`src/pkg/fsp_pkg.sv`:
```
package fsp_pkg;

  ////////////////////////////////////////////////////////////////////////////
  // Clock and pin timing, in their printed units and as cycle counts.
  localparam int CLK_NS = 100;
  localparam int T_AS_NS = 10;
  localparam int T_WP_NS = 200;
  localparam int T_WPH_NS = 200;
  localparam int T_ACC_NS = 250;
  localparam int T_OEHP_NS = 150;
  localparam int T_BLC_US = 150;
  localparam int T_WC_MS = 20;
  localparam int CYC_AS = ((T_AS_NS + CLK_NS - 1) / CLK_NS) < 1 ? 1 : ((T_AS_NS + CLK_NS - 1) / CLK_NS);
  localparam int CYC_WP = ((T_WP_NS + CLK_NS - 1) / CLK_NS) < 1 ? 1 : ((T_WP_NS + CLK_NS - 1) / CLK_NS);
  localparam int CYC_WPH = ((T_WPH_NS + CLK_NS - 1) / CLK_NS) < 1 ? 1 : ((T_WPH_NS + CLK_NS - 1) / CLK_NS);
  localparam int CYC_ACC = ((T_ACC_NS + CLK_NS - 1) / CLK_NS) < 1 ? 1 : ((T_ACC_NS + CLK_NS - 1) / CLK_NS);
  localparam int CYC_OEHP = ((T_OEHP_NS + CLK_NS - 1) / CLK_NS) < 1 ? 1 : ((T_OEHP_NS + CLK_NS - 1) / CLK_NS);
  localparam int CYC_BLC = (T_BLC_US * 1000) / CLK_NS;
  localparam int CYC_WC = (T_WC_MS * 1000000) / CLK_NS;
  localparam int SYNC_LAT = 2;
  localparam int CYC_RD_WAIT = CYC_ACC + SYNC_LAT;

  ////////////////////////////////////////////////////////////////////////////
  // Array geometry and status bit positions.
  localparam int ADDR_W = 17;
  localparam int DATA_W = 8;
  localparam int CMD_ADDR_W = 15;
  localparam int SECTOR_LSB = 7;
  localparam int SECTOR_BYTES = 128;
  localparam int TOGGLE_BIT = 6;
  localparam int POLL_BIT = 7;
  localparam int FIFO_DEPTH = 8;

  ////////////////////////////////////////////////////////////////////////////
  // Types.
  typedef enum logic [2:0] {
    FSP_OP_PROGRAM,
    FSP_OP_READ,
    FSP_OP_IDENT,
    FSP_OP_LOCK_LO,
    FSP_OP_LOCK_HI
  } fsp_op_e;

  typedef struct packed {
    fsp_op_e op;
    logic [ADDR_W-1:0] addr;
  } fsp_req_s;

  typedef struct packed {
    logic ce_n;
    logic oe_n;
    logic we_n;
    logic [ADDR_W-1:0] addr;
    logic [DATA_W-1:0] dq_o;
    logic dq_oe;
  } fsp_bus_s;

  typedef struct packed {
    logic busy;
    logic blc_err;
    logic wc_timeout;
  } fsp_sta_s;

  localparam fsp_bus_s BUS_RESET = '{ce_n: 1'b1, oe_n: 1'b1, we_n: 1'b1, addr: 17'h00000, dq_o: 8'h00, dq_oe: 1'b0};
  localparam fsp_sta_s STA_RESET = '{busy: 1'b0, blc_err: 1'b0, wc_timeout: 1'b0};

endpackage : fsp_pkg

```
`src/fsp_host.sv`:
```
// Functional notes
// - Every sector byte write carries the sector on the upper address lines.
// - The host loads all 128 bytes of a sector unless the byte load window runs out first; it then sets blc_err and polls.
// - Successive byte loads stay within the byte load window.
// - Completion is judged by the toggle bit not changing between reads.
// - Polling reads keep one constant address.
// - Command data is hex on eight data lines, addresses on fifteen lines.
`timescale 1ns/1ns
`default_nettype none

module fsp_host
  import fsp_pkg::*;
#(
  parameter int WC_CYCLES = CYC_WC,
  parameter logic [CMD_ADDR_W-1:0] SEQ_ADDR_A = 15'h0001,
  parameter logic [CMD_ADDR_W-1:0] SEQ_ADDR_B = 15'h0002,
  parameter logic [DATA_W-1:0] SEQ_DATA_A = 8'h01,
  parameter logic [DATA_W-1:0] SEQ_DATA_B = 8'h02,
  parameter logic [DATA_W-1:0] CMD_PROGRAM = 8'h10,
  parameter logic [DATA_W-1:0] CMD_ID_ENTER = 8'h11,
  parameter logic [DATA_W-1:0] CMD_ID_EXIT = 8'h12,
  parameter logic [DATA_W-1:0] CMD_LOCK_LO = 8'h13,
  parameter logic [DATA_W-1:0] CMD_LOCK_HI = 8'h14
) (
  input wire logic mclk,
  input wire logic nrst,
  input wire logic req_valid,
  output logic req_ready,
  input wire fsp_req_s req,
  input wire logic wr_valid,
  output logic wr_ready,
  input wire logic [DATA_W-1:0] wr_data,
  output logic rd_valid,
  output logic [DATA_W-1:0] rd_data,
  output fsp_sta_s sta,
  output fsp_bus_s bus,
  input wire logic [DATA_W-1:0] dq_i
);

  ////////////////////////////////////////////////////////////////////////////
  // Declarations.
  typedef enum logic [2:0] {ST_IDLE, ST_CMD, ST_LOAD, ST_POLL, ST_READ, ST_ID_RD} fsp_state_e;
  typedef enum logic [2:0] {PH_IDLE, PH_WSET, PH_WLOW, PH_WHIGH, PH_RLOW, PH_RHIGH} fsp_phase_e;

  fsp_state_e state_q;
  fsp_phase_e ph_q;
  fsp_req_s req_q;
  logic [3:0] cnt_q;
  logic acc_done_q;
  logic [DATA_W-1:0] rdat_q;
  logic [DATA_W-1:0] dq_s1_q;
  logic [DATA_W-1:0] dq_s2_q;
  logic [DATA_W-1:0] dq_s3_q;
  logic [1:0] seq_q;
  logic [6:0] idx_q;
  logic exit_q;
  logic prev_q;
  logic have_prev_q;
  logic [10:0] blc_cnt_q;
  logic [31:0] wc_cnt_q;
  logic [7:0] load_cnt_q;
  logic accept;
  logic ph_idle;
  logic acc_start;
  logic acc_wr;
  logic [ADDR_W-1:0] acc_addr;
  logic [DATA_W-1:0] acc_data;
  logic [DATA_W-1:0] cmd_code;
  logic [ADDR_W-1:0] poll_addr;
  logic fifo_valid;
  logic fifo_pop;
  logic [DATA_W-1:0] fifo_data;
  logic blc_late;
  logic wc_over;

  ////////////////////////////////////////////////////////////////////////////
  // Sector data buffer.
  fsp_fifo #(.WIDTH(DATA_W), .DEPTH(FIFO_DEPTH)) u_fifo (
    .mclk(mclk),
    .nrst(nrst),
    .in_valid(wr_valid),
    .in_ready(wr_ready),
    .in_data(wr_data),
    .out_valid(fifo_valid),
    .out_ready(fifo_pop),
    .out_data(fifo_data)
  );

  ////////////////////////////////////////////////////////////////////////////
  // Data line synchroniser.
  always_ff @(posedge mclk or negedge nrst) begin
    if (!nrst) begin
      dq_s1_q <= 8'h00;
      dq_s2_q <= 8'h00;
      dq_s3_q <= 8'h00;
    end else begin
      dq_s1_q <= dq_i;
      dq_s2_q <= dq_s1_q;
      dq_s3_q <= dq_s2_q;
    end
  end

  ////////////////////////////////////////////////////////////////////////////
  // Access selection.
  assign accept = req_valid && req_ready;
  assign ph_idle = (ph_q == PH_IDLE) && !acc_done_q;
  assign blc_late = (blc_cnt_q >= 11'(CYC_BLC));
  assign wc_over = (wc_cnt_q >= 32'(WC_CYCLES));

  always_comb begin
    cmd_code = CMD_PROGRAM;
    unique case (req_q.op)
      FSP_OP_PROGRAM: cmd_code = CMD_PROGRAM;
      FSP_OP_IDENT: cmd_code = exit_q ? CMD_ID_EXIT : CMD_ID_ENTER;
      FSP_OP_LOCK_LO: cmd_code = CMD_LOCK_LO;
      FSP_OP_LOCK_HI: cmd_code = CMD_LOCK_HI;
      FSP_OP_READ: cmd_code = CMD_PROGRAM;
      default: cmd_code = CMD_PROGRAM;
    endcase
    poll_addr = (req_q.op == FSP_OP_PROGRAM) ? {req_q.addr[ADDR_W-1:SECTOR_LSB], 7'h00} : req_q.addr;
  end

  always_comb begin
    acc_start = 1'b0;
    acc_wr = 1'b0;
    acc_addr = '0;
    acc_data = '0;
    fifo_pop = 1'b0;
    unique case (state_q)
      ST_CMD: begin
        acc_wr = 1'b1;
        acc_start = ph_idle;
        acc_addr = {2'b00, (seq_q == 2'd1) ? SEQ_ADDR_B : SEQ_ADDR_A};
        acc_data = (seq_q == 2'd0) ? SEQ_DATA_A : ((seq_q == 2'd1) ? SEQ_DATA_B : cmd_code);
      end
      ST_LOAD: begin
        acc_wr = 1'b1;
        acc_start = ph_idle && fifo_valid && !blc_late;
        acc_addr = {req_q.addr[ADDR_W-1:SECTOR_LSB], idx_q};
        acc_data = fifo_data;
        fifo_pop = acc_start;
      end
      ST_POLL: begin
        acc_start = ph_idle;
        acc_addr = poll_addr;
      end
      ST_READ: begin
        acc_start = ph_idle;
        acc_addr = req_q.addr;
      end
      ST_ID_RD: begin
        acc_start = ph_idle;
        acc_addr = {16'h0000, idx_q[0]};
      end
      ST_IDLE: begin
        acc_start = 1'b0;
      end
    endcase
  end

  ////////////////////////////////////////////////////////////////////////////
  // Bus cycle engine.
  always_ff @(posedge mclk or negedge nrst) begin
    if (!nrst) begin
      ph_q <= PH_IDLE;
      cnt_q <= 4'h0;
      bus <= BUS_RESET;
      acc_done_q <= 1'b0;
      rdat_q <= 8'h00;
    end else begin
      acc_done_q <= 1'b0;
      cnt_q <= (cnt_q == 4'hf) ? cnt_q : cnt_q + 4'h1;
      unique case (ph_q)
        PH_IDLE: begin
          cnt_q <= 4'h0;
          bus.we_n <= 1'b1;
          if (acc_start) begin
            bus.addr <= acc_addr;
            bus.ce_n <= 1'b0;
            bus.dq_o <= acc_data;
            bus.dq_oe <= acc_wr;
            bus.oe_n <= acc_wr;
            ph_q <= acc_wr ? PH_WSET : PH_RLOW;
          end else begin
            bus.ce_n <= 1'b1;
            bus.oe_n <= 1'b1;
            bus.dq_oe <= 1'b0;
          end
        end
        PH_WSET: begin
          if (cnt_q == 4'(CYC_AS - 1)) begin
            ph_q <= PH_WLOW;
            cnt_q <= 4'h0;
            bus.we_n <= 1'b0;
          end
        end
        PH_WLOW: begin
          if (cnt_q == 4'(CYC_WP - 1)) begin
            ph_q <= PH_WHIGH;
            cnt_q <= 4'h0;
            bus.we_n <= 1'b1;
          end
        end
        PH_WHIGH: begin
          if (cnt_q == 4'(CYC_WPH - 1)) begin
            ph_q <= PH_IDLE;
            acc_done_q <= 1'b1;
            bus.ce_n <= 1'b1;
            bus.dq_oe <= 1'b0;
          end
        end
        PH_RLOW: begin
          if (cnt_q >= 4'(CYC_RD_WAIT) && dq_s2_q == dq_s3_q) begin
            rdat_q <= dq_s3_q;
            ph_q <= PH_RHIGH;
            cnt_q <= 4'h0;
            bus.oe_n <= 1'b1;
          end
        end
        PH_RHIGH: begin
          if (cnt_q == 4'(CYC_OEHP - 1)) begin
            ph_q <= PH_IDLE;
            acc_done_q <= 1'b1;
            bus.ce_n <= 1'b1;
          end
        end
        default: ph_q <= PH_IDLE;
      endcase
    end
  end

  ////////////////////////////////////////////////////////////////////////////
  // Byte load window and program cycle timers.
  always_ff @(posedge mclk or negedge nrst) begin
    if (!nrst) begin
      blc_cnt_q <= 11'h000;
      wc_cnt_q <= 32'h00000000;
    end else begin
      if (state_q != ST_LOAD || acc_start) begin
        blc_cnt_q <= 11'h000;
      end else if (!blc_late) begin
        blc_cnt_q <= blc_cnt_q + 11'h001;
      end
      if (state_q != ST_POLL) begin
        wc_cnt_q <= 32'h00000000;
      end else if (!wc_over) begin
        wc_cnt_q <= wc_cnt_q + 32'h00000001;
      end
    end
  end

  ////////////////////////////////////////////////////////////////////////////
  // Operation sequencer.
  always_ff @(posedge mclk or negedge nrst) begin
    if (!nrst) begin
      state_q <= ST_IDLE;
      req_q <= '{op: FSP_OP_READ, addr: 17'h00000};
      req_ready <= 1'b1;
      seq_q <= 2'd0;
      idx_q <= 7'h00;
      exit_q <= 1'b0;
      prev_q <= 1'b0;
      have_prev_q <= 1'b0;
      rd_valid <= 1'b0;
      rd_data <= 8'h00;
      sta <= STA_RESET;
    end else begin
      rd_valid <= 1'b0;
      unique case (state_q)
        ST_IDLE: begin
          if (accept) begin
            req_q <= req;
            req_ready <= 1'b0;
            sta.busy <= 1'b1;
            seq_q <= 2'd0;
            idx_q <= 7'h00;
            exit_q <= 1'b0;
            have_prev_q <= 1'b0;
            sta.blc_err <= 1'b0;
            sta.wc_timeout <= 1'b0;
            state_q <= (req.op == FSP_OP_READ) ? ST_READ : ST_CMD;
          end
        end
        ST_CMD: begin
          if (acc_done_q) begin
            seq_q <= seq_q + 2'd1;
            if (seq_q == 2'd2) begin
              if (req_q.op == FSP_OP_PROGRAM) begin
                state_q <= ST_LOAD;
              end else if (req_q.op == FSP_OP_IDENT) begin
                state_q <= exit_q ? ST_IDLE : ST_ID_RD;
                req_ready <= exit_q;
                sta.busy <= !exit_q;
              end else begin
                state_q <= ST_POLL;
              end
            end
          end
        end
        ST_LOAD: begin
          if (acc_done_q) begin
            idx_q <= idx_q + 7'h01;
            if (idx_q == 7'(SECTOR_BYTES - 1)) begin
              state_q <= ST_POLL;
            end
          end else if (ph_q == PH_IDLE && blc_late) begin
            sta.blc_err <= 1'b1;
            state_q <= ST_POLL;
          end
        end
        ST_POLL: begin
          if (acc_done_q) begin
            prev_q <= rdat_q[TOGGLE_BIT];
            have_prev_q <= 1'b1;
            if ((have_prev_q && rdat_q[TOGGLE_BIT] == prev_q) || wc_over) begin
              sta.wc_timeout <= !(have_prev_q && rdat_q[TOGGLE_BIT] == prev_q);
              state_q <= ST_IDLE;
              req_ready <= 1'b1;
              sta.busy <= 1'b0;
            end
          end
        end
        ST_READ: begin
          if (acc_done_q) begin
            rd_valid <= 1'b1;
            rd_data <= rdat_q;
            state_q <= ST_IDLE;
            req_ready <= 1'b1;
            sta.busy <= 1'b0;
          end
        end
        ST_ID_RD: begin
          if (acc_done_q) begin
            rd_valid <= 1'b1;
            rd_data <= rdat_q;
            idx_q <= idx_q + 7'h01;
            if (idx_q[0]) begin
              exit_q <= 1'b1;
              seq_q <= 2'd0;
              state_q <= ST_CMD;
            end
          end
        end
      endcase
    end
  end

  ////////////////////////////////////////////////////////////////////////////
  // Checks.
  always_ff @(posedge mclk or negedge nrst) begin
    if (!nrst) begin
      load_cnt_q <= 8'h00;
    end else if (state_q == ST_CMD) begin
      load_cnt_q <= 8'h00;
    end else if (state_q == ST_LOAD && acc_start) begin
      load_cnt_q <= load_cnt_q + 8'h01;
    end
  end
endmodule : fsp_host

`default_nettype wire

```
`src/fsp_fifo.sv`:
```
`timescale 1ns/1ns
`default_nettype none

module fsp_fifo #(
  parameter int WIDTH = 8,
  parameter int DEPTH = 8
) (
  input wire logic mclk,
  input wire logic nrst,
  input wire logic in_valid,
  output logic in_ready,
  input wire logic [WIDTH-1:0] in_data,
  output logic out_valid,
  input wire logic out_ready,
  output logic [WIDTH-1:0] out_data
);

  localparam int AW = (DEPTH < 2) ? 1 : $clog2(DEPTH);

  logic [WIDTH-1:0] mem [DEPTH];
  logic [AW-1:0] wr_ptr_q;
  logic [AW-1:0] rd_ptr_q;
  logic [AW:0] count_q;
  logic [AW:0] count_d;
  logic push;
  logic pop;

  assign push = in_valid && in_ready;
  assign pop = out_valid && out_ready;
  assign out_valid = (count_q != '0);
  assign out_data = mem[rd_ptr_q];

  always_comb begin
    count_d = count_q + {{AW{1'b0}}, push} - {{AW{1'b0}}, pop};
  end

  // Storage carries no reset; only words below the count are ever read.
  always_ff @(posedge mclk) begin
    if (push) begin
      mem[wr_ptr_q] <= in_data;
    end
  end

  always_ff @(posedge mclk or negedge nrst) begin
    if (!nrst) begin
      wr_ptr_q <= '0;
      rd_ptr_q <= '0;
      count_q <= '0;
      in_ready <= 1'b0;
    end else begin
      count_q <= count_d;
      in_ready <= (count_d < (AW+1)'(DEPTH));
      if (push) begin
        wr_ptr_q <= (wr_ptr_q == AW'(DEPTH - 1)) ? '0 : wr_ptr_q + 1'b1;
      end
      if (pop) begin
        rd_ptr_q <= (rd_ptr_q == AW'(DEPTH - 1)) ? '0 : rd_ptr_q + 1'b1;
      end
    end
  end

endmodule : fsp_fifo

`default_nettype wire

```
`config.mk`:
```
export PLATFORM = sky130hd
export DESIGN_NAME = fsp_host
export DESIGN_NICKNAME = d
export VERILOG_FILES = /design/src/pkg/fsp_pkg.sv /design/src/fsp_host.sv /design/src/fsp_fifo.sv
export SDC_FILE = /design/constraint.sdc
export NUM_CORES = 1
export LEC_CHECK = 0
export BUFFER_PORTS_ARGS = -buffer_cell sky130_fd_sc_hd__buf_4
export CAP_MARGIN = 20
export CORE_ASPECT_RATIO = 1.5
export CORE_MARGIN = 1
export CORE_UTILIZATION = 39
export DETAILED_ROUTE_END_ITERATION = 10
export GPL_TIMING_DRIVEN = 0
export PLACE_DENSITY = 0.56
export SLEW_MARGIN = 20
export SYNTH_ARGS = -nofsm -noshare
export SYNTH_HDL_FRONTEND = slang
export SYNTH_SLANG_ARGS = --single-unit
```
`constraint.sdc`:
```
create_clock -name mclk -period 3.5 [get_ports mclk]
set_input_delay 0.175 -clock mclk [delete_from_list [all_inputs] [get_ports mclk]]
set_output_delay 0.175 -clock mclk [all_outputs]
set_load 0.02 [all_outputs]
```
# After elaboration in Yosys (flattened, before gate mapping)
# Memories as Yosys holds them, arrays and structs flattened.
# Index checks and enable logic that the tools add are counted.
# W data, S select, Z words.
# totals
mem_bits_rw,64
register_bits,171
wordCells,246
mem_count,1
input_bits,40
# op_classes
n_lt_le_gt_ge,4
addsub,9
eq_ne,48
mux,97
reduce_logical,54
# mem_list
memory,words,width,rd,rd_ports_with_merged_regs,wr,line,source
u_fifo.mem,8,8,1,0,1,fsp_fifo.sv:20,logic [WIDTH-1:0] mem [DEPTH];
# op_table
op,n
$pmux W17 S5,1
$mux W3,24
$mux W32,2
$mux W1,34
$ne A2 B2 Y1 const B,17
$add A32 B1 Y32 const B,1
$ge A32 B18 Y1 const B,1
$mux W11,2
$eq A3 B3 Y1 const B,7
$mux W7,3
$eq A3 B2 Y1 const B,6
$pmux W3 S6,1
$mux W4,4
$mux W8,2
$pmux W4 S4,1
$pmux W8 S2,1
$reduce_and A2 Y1,8
$pmux W3 S5,1
$mux W2,7
$pmux W1 S2,7
$pmux W7 S2,1
$reduce_bool A2 Y1,7
$reduce_and A4 Y1,3
$add A11 B1 Y11 const B,1
other kinds (38),70

# Logic depth before layout (Yosys ltp)
# Gate-level depths: netlist of run 1.
# depth
word_depth,8
depth_mapped,12
ltp_nobuf,12

# Cells and area by module
# From an unflattened synthesis of run 1, not the netlist that was laid out.
# hier_totals
hier_cells,820
hier_area_um2,10181.0
# modules_own_cells
module,cells_per_inst,area_each_um2,instances
fsp_host,666,7073.0,1
fsp_fifo,154,3108.0,1

# Worst setup path after synthesis of run 1
# Ideal clock, no wire load.
# synth_path
path_kind,register -> register
from,reg ph_q[1]
to,reg u_fifo.count_q[3]
t_required_ps,3379
period_less_slack_ps,2584
slack_ps,916
stages_incl_launch_ff,13
setup_ps,121
arrival_time_ps,2463
path_cell_list,dfrtp_1 buf_6 or4_4 a31oi_4 nand3_1 inv_1 ha_1 inv_1 ha_1 a21o_1 a21oi_1 xnor2_1 inv_1
# synth_via
elab_chain_cells,7
# synth_lines
element,line,source
start: declaration,fsp_host.sv:46,fsp_phase_e ph_q;
start signal: assignment,fsp_host.sv:183,ph_q <= acc_wr ? PH_WSET : PH_RLOW;
$logic_not A3 Y1,fsp_host.sv:106,assign ph_idle = (ph_q == PH_IDLE) && !acc_done_q;
$logic_and A1 B1 Y1,fsp_host.sv:106,
$logic_and A1 B1 Y1 (2 in series),fsp_host.sv:138,acc_start = ph_idle && fifo_valid && !blc_late;
$mux W1,fsp_host.sv:129,unique case (state_q)
$logic_and A1 B1 Y1,fsp_fifo.sv:29,assign pop = out_valid && out_ready;
via u_fifo.pop,fsp_fifo.sv:26,logic pop;
$sub A4 B1 Y4,fsp_fifo.sv:34,"count_d = count_q + {{AW{1'b0}}, push} - {{AW{1'b0}}, pop};"
via u_fifo.count_d[3],fsp_fifo.sv:24,logic [AW:0] count_d;
end signal: assignment,fsp_fifo.sv:51,count_q <= count_d;
end: declaration,fsp_fifo.sv:23,logic [AW:0] count_q;
# The timed path passes the listed nets, and every way through them passes these cells.
# A chain may end at the register's enable or synchronous reset.

# Worst setup path in the final report of run 1
# layout_path
from,reg state_q[0]
to,reg u_fifo.count_q[3]
# layout_via
elab_chain_cells,4
# layout_lines
element,line,source
start: declaration,fsp_host.sv:45,fsp_state_e state_q;
start signal: assignment,fsp_host.sv:281,state_q <= (req.op == FSP_OP_READ) ? ST_READ : ST_CMD;
start signal: assignment,fsp_host.sv:291,state_q <= exit_q ? ST_IDLE : ST_ID_RD;
$eq A3 B2 Y1,fsp_host.sv:129,
$mux W1,fsp_host.sv:129,
$logic_and A1 B1 Y1,fsp_fifo.sv:29,
via u_fifo.pop,fsp_fifo.sv:26,
$sub A4 B1 Y4,fsp_fifo.sv:34,
via u_fifo.count_d[3],fsp_fifo.sv:24,
# The timed path passes the listed nets, and every way through them passes these cells.

==> flow_summary.ini, run 1 <==
[status]
outcome = complete, no violations

[critical_path]
endpoint_kind = register
crit_path_start = state_q[0]
crit_arrival_ns = 3.44
critPathMaxFanout = 10
startpoint_type = register
reg2reg_from = state_q[0]
critical_path_class = reg -> reg
regToRegEndpoint = u_fifo.count_q[3]
cp.required_ns = 3.90
regToRegSetupSlack_ns = 0.47
crit_end = u_fifo.count_q[3]
r2r_cells = 12

[final_layout]
design_area_mm2 = 0.0125
fill_cells = 2294
layout-drive-gt1-share_pct = 19.6
area_delta_synth_final_pct = 22.7
n_antenna_cell = 0
final_nets = 1077

[synthesis]
netlist_area_mm2 = 0.0101
yosysWarnings = 0
ys_ff_latch = 235
avgSynthCellArea_um2 = 11.7
synth_cells = 867
ys_async_sr_fraction_pct = 72.8
synth_nets = 929
yosysSeqAreaShare_pct = 61.2
synth-main-ff-cell = dfrtp_1
yosysUniqueCellTypes = 66
synth_edf_count = 64

[clock_tree]
post_cts.repair.setup_buffers = 0
h-tree-depth = 1
clk_latency_ns = 0.53
clkTransAtPathRegs_ns = 0.06
cts_tree = done
clock_path_buffers = 3
cts_buffers = 24
clock-sinks = 235
cts-root-buf = clkbuf_16
cts.repair.resized = 0

[pwr]
p_total_mw = 5.62
peakVddDrop_uv = 401
internal-power_mw = 4.48
pwr-share-clk_pct = 47.1
p_sw_mw = 1.14
sequentialPowerShare_pct = 50.6
comb_power_share_pct = 2.4
swShare_pct = 20.3
power_density_mw_per_mm2 = 451
p_leak_nw = 5.40

[global_route]
gr-total-overflow = 0
grt_max_degree = 93
grt_first_pass_wirelength_um = 36400
antenna_found_initial = 0
grt_pass1_vias = 7060
grt_usage_pct = 17.3

[floorplanning]
row_count = 71
start_util_pct = 40.1
fp.dieArea_mm2 = 0.0267
io_pins = 83
die_x_um = 134
die_h_um = 200
core_region_area_mm2 = 0.0253

[worst_hold_path]
hp-start = wr_valid
hold_path.class = in -> reg

[placement]
port_buffers = 82
dp_hpwl_um = 15400
place_congestion = 0.839
pre_cts_ws_ns = 0.452
placed_cell_area_mm2 = 0.0112

[route]
routed_wl_um = 22200
ant_nets = 0
drc = 0
drtPass1Iterations = 5
drt_iter0_markers = 351
via_count = 6907
wl_per_cell_um = 16.3
vias_per_cell = 5.07

[sta]
setup_violations = 0
timing.fmax_ghz = 0.330
hold_violations = 0
tightestPinTransition_ns = 0.941
period_minus_slack_ns = 3.03
period_share_pct = 86.7
slew_violations = 0
relSlewSlack_pct = 36.4
rsz0062_at_grt = false
skew_ns = 0.0264
setup_tns_ns = 0
fin_ws_ns = 0.466

[job]
max-cap-violations = 0
==> logic make-up after synthesis <==
family,synth area share [%]
AO/OA/AOI/OAI,7.67
XOR/XNOR,3.19
adder cells (fa/ha/maj),2.79
buffers and inverters,3.56
flip-flops,61.2
multiplexers,7.23
AND/OR/NAND/NOR,14.4
==> synth_stat cells, types with 5 or more instances <==
| library cell | number | area, µm² |
|---|---|---|
| dfstp_2 | 5 | 131 |
| o21a_1 | 5 | 37.5 |
| o21ai_0 | 43 | 215 |
| a21oi_1 | 33 | 165 |
| dfrtp_1 | 166 | 4150 |
| mux4_2 | 16 | 360 |
| and3_1 | 24 | 150 |
| and2_1 | 6 | 37.5 |
| a31oi_1 | 9 | 56.3 |
| mux2_2 | 26 | 293 |
| nand4_1 | 12 | 75.1 |
| buf_2 | 10 | 50.1 |
| edfxtp_1 | 64 | 1920 |
| nor2_1 | 77 | 289 |
| inv_1 | 47 | 176 |
| a22oi_1 | 5 | 37.5 |
| xnor2_1 | 20 | 175 |
| nand2_1 | 116 | 435 |
| clkbuf_1 | 21 | 78.8 |
| ha_1 | 21 | 263 |
| xor2_1 | 17 | 149 |
| nand3_1 | 32 | 160 |
| mux2i_1 | 8 | 80.1 |
| nand2b_1 | 9 | 56.3 |
| nor3_1 | 13 | 65.1 |
==> registers in the layout, summed over array words and instances, names as in the netlist, 2 cells and up <==
| register | count |
|---|---|
| dq_s1_q | 8 |
| u_fifo.count_q | 4 |
| seq_q | 2 |
| blc_cnt_q | 11 |
| wc_cnt_q | 32 |
| ph_q | 3 |
| u_fifo.mem | 64 |
| req_q | 20 |
| cnt_q | 4 |
| u_fifo.rd_ptr_q | 3 |
| idx_q | 7 |
| rdat_q | 8 |
| bus | 29 |
| u_fifo.wr_ptr_q | 3 |
| dq_s2_q | 8 |
| dq_s3_q | 8 |
| rd_data | 8 |
| state_q | 3 |
| sta | 3 |
==> what timing repair did <==
| action | in CTS | in global routing |
|---|---|---|
| setup endpoints to repair | 0 | 0 |
| hold buffers | 37 | 0 |
| endpoints found under the hold margin | 169 | 0 |
==> per-stage QoR <==
step / cells / utilization (%) / hold slack (ns)
5_1_grt: 1361 / 49.2 / 0.108
4_1_cts: 1361 / 49.2 / 0.0454
2_1_floorplan: 867 / - / -0.121
3_3_place_gp: 1277 / 44.1 / 0.286
3_5_place_dp: 1280 / 44.4 / 0.205
6_report: 1361 / 49.2 / 0.0558
==> layout make-up <==
| cell class | instances | area (µm²) | share of cell area (%) |
|---|---|---|---|
| tap | 328 | 410 | 3.29 |
| timing repair buffer | 122 | 1040 | 8.32 |
| sequential | 235 | 6210 | 49.8 |
| multi-input combinational | 548 | 3600 | 28.9 |
| clock buffer | 35 | 756 | 6.07 |
| buffer | 37 | 185 | 1.49 |
| clock inverter | 9 | 86.3 | 0.693 |
| inverter | 47 | 176 | 1.42 |
==> power by group through the flow <==
stage	Sequential, mW	Combinational (mW)	Clock [mW]
after floorplan	2.89	0.0101	0
after global placement	2.89	0.0973	0
after detailed placement	2.89	0.103	0
after global routing	2.84	0.148	2.83
after CTS	2.84	0.136	2.73
final	2.84	0.132	2.65
==> critical path, cell delays in order, from the launching register on <==
cell and delay (ns):
dfrtp_1 0.35, buf_2 0.18, clkbuf_1 0.22, nor3_1 0.58
nand3_1 0.32, inv_1 0.16, ha_1 0.21, inv_1 0.06
ha_1 0.26, a21o_1 0.19, a21oi_1 0.17, xnor2_1 0.16
inv_1 0.05
==> worst min path at each step <==
stage	end	slack, ns	cells past startpoint
2_1_floorplan	acc_done_q	-0.12	0
3_3_place_gp	dq_s1_q[0]	0.29	1
3_5_place_dp	rdat_q[3]	0.21	1
4_1_cts	u_fifo.wr_ptr_q[0]	0.05	4
5_1_grt	u_fifo.wr_ptr_q[0]	0.11	4
6_report	u_fifo.wr_ptr_q[1]	0.06	4
==> cell usage in the layout (no fill, tap or decap), types with 16 or more instances in the layout <==
cell / synthesis / routed
dlygate4sd3_1: 0 / 37
a21oi_1: 33 / 33
edfxtp_1: 64 / 64
mux2_2: 26 / 26
dfrtp_1: 166 / 166
mux4_2: 16 / 16
nor2_1: 77 / 77
ha_1: 21 / 21
nand3_1: 32 / 32
xnor2_1: 20 / 20
clkbuf_16: 0 / 27
clkbuf_1: 21 / 24
nand2_1: 116 / 116
inv_1: 47 / 47
and3_1: 24 / 24
buf_4: 1 / 84
o21ai_0: 43 / 43
xor2_1: 17 / 17
==> routing by layer <==
layer	vias up	GRT usage [%]	wire, µm
li1	3319	-	-
met1	3424	20.8	9330
met2	130	31.9	11600
met3	34	2.64	900
met4	0	4.67	407
met5	-	0	0
Power figures use the tool's default switching activity.
==> run 2: changes to the inputs <==
- CTS_BUF_LIST: default -> sky130_fd_sc_hd__clkbuf_8 sky130_fd_sc_hd__clkbuf_16
==> run 2 against run 1 <==
  * Cell count unchanged
  * Register-to-register slack about the same
  * Count of clock-buffer cells in the layout down 3
  * Worst setup slack better by 0.0082 ns
  * Highest routed layer unchanged
  * Wire length down 0.10%
  * Critical path type unchanged
  * Clock power about the same
  * Power down 0.19%
  * Sequential cell count unchanged
  * Core utilization unchanged
==> flow_summary.ini, run 2 (same netlist as run 1, synthesis figures left out) <==
[final_layout]
fill_cells = 2294
utilization_pct = 49.2
top_register = u_fifo.mem
final_nets = 1077
reg_top3 = u_fifo.mem x64, wc_cnt_q x32, bus x29
n_antenna_cell = 0
largest_reg_flops = 64
layout_commonest_cell = dfrtp_1
layout_common_cells = 166 x dfrtp_1, 116 x nand2_1, 84 x buf_4
fin_cells = 1361
design_area_mm2 = 0.0125
area_delta_synth_final_pct = 22.7
layout-drive-gt1-share_pct = 19.6

[route]
drc = 0
via_count = 6886
routed_wl_um = 22200
drtPass1Iterations = 5
topRoutingLayerUsed = met4
wl_met2_um = 11600
met3_length_um = 901
wl_per_cell_um = 16.3
drt_iter0_markers = 357
vias_per_cell = 5.06
ant_nets = 0
met1_length_um = 9290

[placement]
placed_cell_area_mm2 = 0.0112
port_buffers = 82
numPlacedInstances = 1280
place_congestion = 0.839
dp_hpwl_um = 15400

[sta]
timing.fmax_ghz = 0.330
relSlewSlack_pct = 36.1
setup_violations = 0
slew_violations = 0
setup_tns_ns = 0
rsz0062_at_grt = false
skew_ns = 0.0266
tightestPinTransition_ns = 0.945
hold_violations = 0
period_share_pct = 86.5
period_minus_slack_ns = 3.03

[worst_hold_path]
hold_path.class = in -> reg

[status]
outcome = complete, no violations

[critical_path]
timing.critical_path.mode_cell = inv_1
cp_slowest_cell = nor3_1
cp.required_ns = 3.90
crit_arrival_ns = 3.43
slowest_delay_ns = 0.58
critPathMaxFanout = 10
path_cells = buf_2 > clkbuf_1 > nor3_1 > nand3_1 > inv_1 > ha_1 > inv_1 > ha_1 > a21o_1 > a21oi_1 > xnor2_1 > inv_1
startpoint_type = register
endpoint_kind = register
critical_path_class = reg -> reg

[floorplanning]
core_region_area_mm2 = 0.0253
fp.dieArea_mm2 = 0.0267
die_x_um = 134
start_util_pct = 40.1
row_count = 71
io_pins = 83
die_h_um = 200

[global_route]
grt_first_pass_wirelength_um = 36400
antenna_found_initial = 0
gr-total-overflow = 0
grt_max_degree = 93
grt_pass1_vias = 7060
grt_usage_pct = 17.3

[clock_tree]
post_cts.repair.setup_buffers = 0
ctsHoldBuffers = 37
cts_buffers = 24
clock_path_buffers = 3
cts_tree = done
cts-root-buf = clkbuf_16
clock-sinks = 235
h-tree-depth = 1
cts.repair.resized = 0
clkTransAtPathRegs_ns = 0.06
clk_latency_ns = 0.53

[pwr]
peakVddDrop_uv = 401
power_density_mw_per_mm2 = 450
p_leak_nw = 5.41
p_total_mw = 5.61

[job]
max-cap-violations = 0
==> run 2: final timing paths <==
check / start / slack [ns] / cells after the start / to
max: state_q[0] / 0.47 / 12 / u_fifo.count_q[3]
min: wr_valid / 0.06 / 4 / u_fifo.wr_ptr_q[1]
max reg2reg: state_q[0] / 0.47 / 12 / u_fifo.count_q[3]
min reg2reg: dq_s1_q[6] / 0.35 / 0 / dq_s2_q[6]
max in group asynchronous: nrst / 2.39 / 3 / req_ready
min in group asynchronous: nrst / 0.22 / 2 / rdat_q[3]
==> run 2: area by class of cell <==
type | instances | area (µm²) | area share [%]
inverters | 47 | 176 | 1.42
clock inverters | 12 | 97.6 | 0.784
repair buffers | 122 | 1040 | 8.32
clock buffers | 32 | 744 | 5.98
plain buffers | 37 | 185 | 1.49
flip-flops and latches | 235 | 6210 | 49.8
well taps | 328 | 410 | 3.29
multi-input cells | 548 | 3600 | 28.9
==> run 2: layer usage <==
metal | vias up | track usage (%)
li1 | 3315 | -
met1 | 3409 | 20.8
met2 | 128 | 31.9
met3 | 34 | 2.64
met4 | 0 | 4.67
met5 | - | 0
==> run 2: through the flow <==
step	hold slack [ns]	worst slack, ns
2_1_floorplan	-0.121	0.916
3_3_place_gp	0.286	0.470
3_5_place_dp	0.205	0.452
4_1_cts	0.0454	0.426
5_1_grt	0.108	0.179
6_report	0.0559	0.474
==> run 2: critical path, delay by kind of cell (launching register included) <==
family / cells / cell delay [ns]
compound gates: 2 / 0.36
xor+xnor: 1 / 0.16
fa+ha+maj: 2 / 0.47
buf+inv: 5 / 0.67
flops: 1 / 0.35
simple gates: 2 / 0.90
==> run 2: power by group <==
| group | switching (mW) | leakage [nW] | internal [mW] |
|---|---|---|---|
| registers | 0.00795 | 2.83 | 2.83 |
| logic | 0.0666 | 2.15 | 0.0658 |
| clock network | 1.07 | 0.426 | 1.57 |
